[src/design/cwo_pkg.sv]
// Constants for the complementary wave output-mode block
package cwo_pkg;
  localparam int ADDR_W = 4;
  localparam int DATA_W = 8;
  localparam int DB_W = 6;
  localparam int N_OUT = 4;
  // Register indices
  localparam logic [3:0] REG_CTRL = 4'h0;
  localparam logic [3:0] REG_POLARITY = 4'h1;
  localparam logic [3:0] REG_STEER = 4'h2;
  localparam logic [3:0] REG_RISE_DB = 4'h3;
  localparam logic [3:0] REG_FALL_DB = 4'h4;
  localparam logic [3:0] REG_STATUS = 4'h5;
  // Register field positions
  localparam int CTRL_EN_BIT = 7;
  localparam int CTRL_CS_BIT = 3;
  localparam int CTRL_MODE_LSB = 0;
  localparam int STEER_SEL_LSB = 0;
  localparam int STEER_OVR_LSB = 4;
  localparam int STAT_OUT_LSB = 0;
  localparam int STAT_PHASE_BIT = 4;
  localparam int STAT_DIR_BIT = 5;
  localparam int STAT_HOLD_BIT = 6;
  // Mode encodings
  localparam logic [2:0] MODE_STEER_ASYNC = 3'h0;
  localparam logic [2:0] MODE_STEER_SYNC = 3'h1;
  localparam logic [2:0] MODE_FB_FWD = 3'h2;
  localparam logic [2:0] MODE_FB_REV = 3'h3;
  localparam logic [2:0] MODE_HALF = 3'h4;
  localparam logic [2:0] MODE_PUSH_PULL = 3'h5;
  // Reset values
  localparam logic [7:0] CTRL_RST = 8'h00;
  localparam logic [3:0] POLARITY_RST = 4'h0;
  localparam logic [3:0] STEER_RST = 4'h0;
  localparam logic [3:0] OVR_RST = 4'h0;
  localparam logic [5:0] DB_RST = 6'h00;
endpackage : cwo_pkg

[src/design/cwo_db_counter.sv]
// Dead-band counter: counts timing ticks from zero up to a limit
`timescale 1ns/1ns
module cwo_db_counter
  import cwo_pkg::*;
#(
  parameter int W = DB_W
) (
  input wire logic clk,
  input wire logic rst_n,
  input wire logic run,
  input wire logic tick,
  input wire logic [W-1:0] limit,
  output logic done
);
  typedef struct packed {
    logic [W-1:0] cnt;
  } cwo_dbc_state_t;

  cwo_dbc_state_t st_r;
  cwo_dbc_state_t st_nxt;

  // Restart from zero whenever the run condition drops
  always_comb begin
    st_nxt = st_r;
    if (!run) begin
      st_nxt.cnt = '0;
    end else if (tick && (st_r.cnt < limit)) begin
      st_nxt.cnt = W'(st_r.cnt + 1'b1);
    end
  end

  always_ff @(posedge clk) begin
    if (!rst_n) begin
      st_r <= '0;
    end else begin
      st_r <= st_nxt;
    end
  end

  // Limit of zero raises done together with run; a full-bridge swap gap still lasts one cycle
  assign done = run && (st_r.cnt == limit);
endmodule : cwo_db_counter

[src/design/cwo_wave_modes.sv]
// Output-mode logic of the complementary wave generator
`timescale 1ns/1ns
module cwo_wave_modes
  import cwo_pkg::*;
(
  input wire logic REF_CLK,
  input wire logic RESETN,
  input wire logic DATA_IN,
  input wire logic SHUTDOWN_ACT,
  input wire logic SLEEP,
  input wire logic FAST_OSC_TICK,
  input wire logic [ADDR_W-1:0] ADDR,
  input wire logic [DATA_W-1:0] WDATA,
  input wire logic WR_STB,
  input wire logic RD_STB,
  output logic [DATA_W-1:0] RDATA,
  output logic BRIDGE_OUT_FIRST,
  output logic BRIDGE_OUT_SECOND,
  output logic BRIDGE_OUT_THIRD,
  output logic BRIDGE_OUT_FOURTH
);
  typedef struct packed {
    logic ctrl_en;
    logic clk_sel;
    logic [2:0] mode;
    logic [N_OUT-1:0] out_polarity;
    logic [N_OUT-1:0] steer_sel;
    logic [N_OUT-1:0] override_level;
    logic [DB_W-1:0] rise_db;
    logic [DB_W-1:0] fall_db;
    logic [N_OUT-1:0] steer_eff;
    logic data_prev;
    logic pp_phase;
    logic fb_dir;
    logic fb_hold;
    logic [N_OUT-1:0] out;
    logic [DATA_W-1:0] rdata;
  } cwo_state_t;

  cwo_state_t st_r;
  cwo_state_t st_nxt;

  logic is_half;
  logic is_fb;
  logic is_steer;
  logic running;
  logic db_tick;
  logic rise_run;
  logic fall_run;
  logic rise_done;
  logic fall_done;
  logic data_rise;
  logic data_fall;

  // Mode decode and run conditions
  assign is_half = (st_r.mode == MODE_HALF);
  assign is_fb = (st_r.mode == MODE_FB_FWD) || (st_r.mode == MODE_FB_REV);
  assign is_steer = (st_r.mode == MODE_STEER_ASYNC) || (st_r.mode == MODE_STEER_SYNC);
  assign running = st_r.ctrl_en && !SHUTDOWN_ACT;
  assign data_rise = DATA_IN && !st_r.data_prev;
  assign data_fall = !DATA_IN && st_r.data_prev;

  // System clock halts in sleep; fast oscillator keeps ticking
  assign db_tick = st_r.clk_sel ? FAST_OSC_TICK : !SLEEP;

  // Half-bridge times edges; full-bridge only times direction swaps
  assign rise_run = running && (is_half ? DATA_IN : (is_fb && st_r.fb_hold && st_r.fb_dir));
  assign fall_run = running && (is_half ? !DATA_IN : (is_fb && st_r.fb_hold && !st_r.fb_dir));

  // Rising counter: half-bridge turn-on of first, reverse swap gap
  cwo_db_counter #(
    .W(DB_W)
  ) u_rise_db (
    .clk(REF_CLK),
    .rst_n(RESETN),
    .run(rise_run),
    .tick(db_tick),
    .limit(st_r.rise_db),
    .done(rise_done)
  );

  // Falling counter: half-bridge turn-on of second, forward swap gap
  cwo_db_counter #(
    .W(DB_W)
  ) u_fall_db (
    .clk(REF_CLK),
    .rst_n(RESETN),
    .run(fall_run),
    .tick(db_tick),
    .limit(st_r.fall_db),
    .done(fall_done)
  );

  // Register file, mode sequencing and output shaping
  always_comb begin
    logic [N_OUT-1:0] act;
    logic modulated;
    act = '0;
    modulated = 1'b0;
    st_nxt = st_r;
    st_nxt.rdata = '0;
    st_nxt.data_prev = DATA_IN;

    // Software writes; mode changes are expected only while disabled
    if (WR_STB) begin
      if (ADDR == REG_CTRL) begin
        st_nxt.ctrl_en = WDATA[CTRL_EN_BIT];
        st_nxt.clk_sel = WDATA[CTRL_CS_BIT];
        st_nxt.mode = WDATA[CTRL_MODE_LSB +: 3];
      end else if (ADDR == REG_POLARITY) begin
        st_nxt.out_polarity = WDATA[N_OUT-1:0];
      end else if (ADDR == REG_STEER) begin
        st_nxt.steer_sel = WDATA[STEER_SEL_LSB +: N_OUT];
        st_nxt.override_level = WDATA[STEER_OVR_LSB +: N_OUT];
      end else if (ADDR == REG_RISE_DB) begin
        st_nxt.rise_db = WDATA[DB_W-1:0];
      end else if (ADDR == REG_FALL_DB) begin
        st_nxt.fall_db = WDATA[DB_W-1:0];
      end
    end

    // Reads answer in the next cycle; unmapped reads give zero
    if (RD_STB) begin
      if (ADDR == REG_CTRL) begin
        st_nxt.rdata[CTRL_EN_BIT] = st_r.ctrl_en;
        st_nxt.rdata[CTRL_CS_BIT] = st_r.clk_sel;
        st_nxt.rdata[CTRL_MODE_LSB +: 3] = st_r.mode;
      end else if (ADDR == REG_POLARITY) begin
        st_nxt.rdata[N_OUT-1:0] = st_r.out_polarity;
      end else if (ADDR == REG_STEER) begin
        st_nxt.rdata[STEER_SEL_LSB +: N_OUT] = st_r.steer_sel;
        st_nxt.rdata[STEER_OVR_LSB +: N_OUT] = st_r.override_level;
      end else if (ADDR == REG_RISE_DB) begin
        st_nxt.rdata[DB_W-1:0] = st_r.rise_db;
      end else if (ADDR == REG_FALL_DB) begin
        st_nxt.rdata[DB_W-1:0] = st_r.fall_db;
      end else if (ADDR == REG_STATUS) begin
        st_nxt.rdata[STAT_OUT_LSB +: N_OUT] = st_r.out;
        st_nxt.rdata[STAT_PHASE_BIT] = st_r.pp_phase;
        st_nxt.rdata[STAT_DIR_BIT] = st_r.fb_dir;
        st_nxt.rdata[STAT_HOLD_BIT] = st_r.fb_hold;
      end
    end

    // Push-pull sequencer: cleared when idle, advances after each pulse
    if (!running) begin
      st_nxt.pp_phase = 1'b0;
    end else if ((st_r.mode == MODE_PUSH_PULL) && data_fall) begin
      st_nxt.pp_phase = !st_r.pp_phase;
    end

    // Full-bridge direction: loaded freely while disabled or in other modes, else at a rise
    if (!st_r.ctrl_en || !is_fb) begin
      // Next mode, so an enabling write starts in the written direction
      st_nxt.fb_dir = st_nxt.mode[0];
      st_nxt.fb_hold = 1'b0;
    end else if (data_rise && (st_r.mode[0] != st_r.fb_dir)) begin
      st_nxt.fb_dir = st_r.mode[0];
      st_nxt.fb_hold = 1'b1;
    end else if (st_r.fb_hold && (st_r.fb_dir ? rise_done : fall_done)) begin
      st_nxt.fb_hold = 1'b0;
    end

    // Steering selection: async follows the register, sync waits for a rise
    if (!st_r.ctrl_en || (st_r.mode == MODE_STEER_ASYNC)) begin
      st_nxt.steer_eff = st_r.steer_sel;
    end else if ((st_r.mode == MODE_STEER_SYNC) && data_rise) begin
      st_nxt.steer_eff = st_r.steer_sel;
    end

    // Active-level pattern for the bridge modes
    case (st_r.mode)
      MODE_HALF: begin
        act[0] = DATA_IN && rise_done;
        act[1] = !DATA_IN && fall_done;
        act[2] = act[0];
        act[3] = act[1];
      end
      MODE_PUSH_PULL: begin
        act[0] = DATA_IN && !st_r.pp_phase;
        act[1] = DATA_IN && st_r.pp_phase;
        act[2] = act[0];
        act[3] = act[1];
      end
      MODE_FB_FWD, MODE_FB_REV: begin
        // Modulated leg stays off through the swap gap
        modulated = DATA_IN && !st_nxt.fb_hold;
        if (!st_nxt.fb_dir) begin
          act = {modulated, 1'b0, 1'b0, 1'b1};
        end else begin
          act = {1'b0, 1'b1, modulated, 1'b0};
        end
      end
      default: begin
        act = '0;
      end
    endcase

    // Output levels: disabled, steering, shutdown, then normal drive
    for (int i = 0; i < N_OUT; i++) begin
      if (!st_r.ctrl_en) begin
        st_nxt.out[i] = !st_r.out_polarity[i];
      end else if (is_steer) begin
        // Unsteered legs never see shutdown or polarity
        if (st_nxt.steer_eff[i] && !SHUTDOWN_ACT) begin
          st_nxt.out[i] = DATA_IN ^ !st_r.out_polarity[i];
        end else begin
          st_nxt.out[i] = st_r.override_level[i];
        end
      end else if (SHUTDOWN_ACT) begin
        st_nxt.out[i] = st_r.override_level[i];
      end else begin
        st_nxt.out[i] = act[i] ^ !st_r.out_polarity[i];
      end
    end
  end

  always_ff @(posedge REF_CLK) begin
    if (!RESETN) begin
      st_r <= '{
        ctrl_en: CTRL_RST[CTRL_EN_BIT],
        clk_sel: CTRL_RST[CTRL_CS_BIT],
        mode: CTRL_RST[CTRL_MODE_LSB +: 3],
        out_polarity: POLARITY_RST,
        steer_sel: STEER_RST,
        override_level: OVR_RST,
        rise_db: DB_RST,
        fall_db: DB_RST,
        steer_eff: STEER_RST,
        data_prev: 1'b0,
        pp_phase: 1'b0,
        fb_dir: 1'b0,
        fb_hold: 1'b0,
        out: ~POLARITY_RST,
        rdata: '0
      };
    end else begin
      st_r <= st_nxt;
    end
  end

  // Ports straight from the state flops
  assign RDATA = st_r.rdata;
  assign BRIDGE_OUT_FIRST = st_r.out[0];
  assign BRIDGE_OUT_SECOND = st_r.out[1];
  assign BRIDGE_OUT_THIRD = st_r.out[2];
  assign BRIDGE_OUT_FOURTH = st_r.out[3];
endmodule : cwo_wave_modes

[config.mk]
export PLATFORM = sky130hd
export DESIGN_NAME = cwo_wave_modes
export DESIGN_NICKNAME = d
export VERILOG_FILES = /design/src/design/cwo_pkg.sv /design/src/design/cwo_db_counter.sv /design/src/design/cwo_wave_modes.sv
export SDC_FILE = /design/constraint.sdc
export NUM_CORES = 1
export LEC_CHECK = 0
export BUFFER_PORTS_ARGS = -buffer_cell sky130_fd_sc_hd__buf_2
export CAP_MARGIN = 0
export CORE_MARGIN = 3
export CORE_UTILIZATION = 50
export DETAILED_ROUTE_END_ITERATION = 7
export MAX_ROUTING_LAYER = met4
export PLACE_DENSITY_LB_ADDON = 0.08
export SLEW_MARGIN = 20
export SYNTH_ARGS = -nofsm -noshare
export SYNTH_HDL_FRONTEND = slang
export SYNTH_SLANG_ARGS = --single-unit
export TNS_END_PERCENT = 10
[constraint.sdc]
create_clock -name REF_CLK -period 2.86 [get_ports REF_CLK]
set_clock_uncertainty 0.2 [all_clocks]
set_input_delay 0.858 -clock REF_CLK [delete_from_list [all_inputs] [get_ports REF_CLK]]
set_output_delay 0.858 -clock REF_CLK [all_outputs]
set_load 0.02 [all_outputs]
==> impl_metrics.yaml <==
clock_network:
  clk_pin_slew_worst_paths_ns: 0.07
  htreeDepth: 3
  cts_hold_buffers: 0
  cts_root_buf: "clkbuf_8"
  clock_sinks: 61
  cts_made_buffers: 9
  insertion_delay_ns: 0.35
  clockBufferDepth: 2
  cts_tree: "done"
sta:
  drv_slew: 0
  fmax_mhz: 371.3
  worst_pin_slew_ns: 0.5542
  period_minus_slack_ns: 2.694
  holdWs_ns: 0.3158
  post-route-period-util_pct: 94.18
  finalSetupTns_ns: 0
  slew_headroom_pct: 62.89
  hold_viol_final: 0
  setup_viol: 0
worst_hold_path:
  hp-class: "flop to flop"
  whs_path_depth: 2
die:
  row_count: 29
  die_area_um2: 8058
  core_area_um2: 6568
  die_x_um: 89.77
  io_pins: 32
  initial_core_util_pct: 53.42
  die_h_um: 89.77
critical_path:
  crit_cells: 8
  critPathRequiredTime_ns: 2.87
  cp_slowest_stage_delay_ns: 0.50
  cp.arrival_ns: 2.71
  cp-end-kind: "flop"
  rr_worst_depth: 8
  critical_path_class: "flop to flop"
  crit_slowest_cell: "dfxtp_1"
  crit_path_start_kind: "flop"
  path_cells: "ha_1 > nand2_1 > nor4b_4 > a211oi_2 > a21oi_1 > mux2i_1 > nor3_1 > o221ai_1"
  worst-path-buf-inv: 0
  crit_family: "simple AND/OR/NAND/NOR gates"
  cp_max_fo: 10
drt:
  via_per_inst: 5.651
  drt-pass1-iter-count: 5
  vias: 3029
  drcViolationCount: 0
  routedWlPerCell_um: 17.09
  drt.antenna.violating_nets: 0
  drt-total-wl_um: 9158
  drt_iter0_markers: 318
power_and_ir_drop:
  power_density_nw_per_um2: 451.5
  netSwitchingFraction_pct: 25.35
  pwr-share-comb_pct: 8.6
  p_sw_uw: 457.9
  p_int_uw: 1349
  p_seq_share_pct: 48.0
  clockPowerShare_pct: 43.4
  vdd_drop_max_mv: 0.3012
  leakagePower_uw: 0.001747
layout:
  finalCoreUtilization_pct: 60.93
  drive_gt1_share_pct: 17.61
  ff_latch_area_um2: 1221
  nFillCells: 618
  syn_to_final_growth_pct: 14.05
  multi_input_area_um2: 2071
  diodes: 0
  fin_nets: 474
  final_cell_mix: "nor2_1, dfxtp_1, mux2i_1"
  final_common_cell: "nor2_1"
global_routing:
  grt_pass1_vias: 2780
  grt_pass1_wl_um: 14630
  grt_max_degree: 35
  grt_overflow: 0
  track_usage_pct: 23.61
  antenna_found_initial: 0
synthesis:
  async_flop_share_pct: 0
  synth.avg_cell_area_um2: 8.684
  ys.flop_type: "dfxtp_1"
  synth_nets: 440
  seq_area_frac_synth_pct: 34.81
  yosys.cell_types.count: 52
  syn_inst: 404
  ys_ff_latch: 61
  yosys_warnings: 0
  synth_edf_count: 0
  synthesis.area_um2: 3508
placement:
  finalWeightedCongestion: 0.9038
  io_buffers: 31
  hpwlAfterDp_um: 6780
job:
  maxCapViolCount: 0
run_status:
  outcome: "finished, final reports clean"
-- cell usage after synthesis (8+ instances only) --
master	instances	share of area, %
nand2_1	18	1.9
nand2b_1	9	1.6
ha_1	16	5.7
mux2i_1	51	15
a21oi_1	15	2.1
nor3_1	11	1.6
dfxtp_1	61	35
nor2_1	62	6.6
clkbuf_1	17	1.8
xor2_1	10	2.5
o21ai_0	11	1.6
inv_1	20	2.1
buf_4	8	1.7
-- logic make-up after synthesis --
family,after synthesis,synth area share (%)
AO/OA/AOI/OAI,65,13.48
XOR/XNOR,13,3.245
adder cells (fa/ha/maj),16,5.706
buffers and inverters,50,6.277
flip-flops,61,34.81
multiplexers,53,15.19
AND/OR/NAND/NOR,146,21.29
-- worst register-to-register path: cells and delay by family (launching register included) --
| family | cells | cell delay [ns] |
|---|---|---|
| AOI/OAI and AO/OA | 3 | 0.61 |
| adders and majority gates | 1 | 0.46 |
| DFF | 1 | 0.50 |
| muxes | 1 | 0.16 |
| and+or+nand+nor | 3 | 0.64 |
-- state kept, by name, indices dropped and copies added (netlist names) --
| name | count |
|---|---|
| st_r | 37 |
| RDATA | 8 |
| u_fall_db.st_r | 6 |
| u_rise_db.st_r | 6 |
| BRIDGE_OUT_FIRST | 1 |
| BRIDGE_OUT_FOURTH | 1 |
| BRIDGE_OUT_SECOND | 1 |
| BRIDGE_OUT_THIRD | 1 |
-- worst paths after layout --
check,from,to,slack [ns]
worst max-delay path,st_r[45]$_SDFFE_PN0P_,BRIDGE_OUT_THIRD$_SDFF_PN1_,0.17
worst min-delay path,st_r[18]$_SDFF_PN0_,st_r[18]$_SDFF_PN0_,0.32
worst max register to register,st_r[45]$_SDFFE_PN0P_,BRIDGE_OUT_THIRD$_SDFF_PN1_,0.17
worst min register to register,st_r[18]$_SDFF_PN0_,st_r[18]$_SDFF_PN0_,0.32
-- stage by stage --
step	worst slack, ns	total power (µW)	std cells	instance area, µm²
2_1_floorplan	0.1670	977.0	404	3508
3_3_place_gp	0.03223	1036	518	3781
3_5_place_dp	-0.01820	1036	518	3781
4_1_cts	0.1506	1817	534	3983
5_1_grt	-0.01112	1876	536	4001
6_report	0.1664	1807	536	4001
-- power groups by stage --
| stage | combinational [µW] | clock [µW] | sequential [µW] |
|---|---|---|---|
| floorplan | 94.2 | 0 | 883 |
| global placement | 149 | 0 | 887 |
| detailed placement | 150 | 0 | 887 |
| CTS | 151 | 800 | 867 |
| global route | 167 | 841 | 868 |
| finish | 155 | 784 | 867 |
-- per-layer routing --
| layer | track usage [%] | vias up | wire length [µm] |
|---|---|---|---|
| li1 | - | 1488 | - |
| met1 | 31.69 | 1406 | 4290 |
| met2 | 34.90 | 117 | 4083 |
| met3 | 6.010 | 18 | 633 |
| met4 | 7.663 | 0 | 151 |
| met5 | - | - | 0 |
-- cell type report --
| cell class | instances | share of cell area, % |
|---|---|---|
| clock buffer | 11 | 3.533 |
| clock inverter | 5 | 1.501 |
| inverter | 21 | 1.970 |
| multi-input combinational | 293 | 51.75 |
| sequential | 61 | 30.52 |
| tap | 93 | 2.908 |
| timing repair buffer | 52 | 7.817 |
-- what timing repair did --
action | 4_1_cts | 5_1_grt
endpoints found under the setup margin | 0 | 2
resized for setup | 0 | 1
setup buffers | 0 | 2
(Power assumes the default switching activity.)
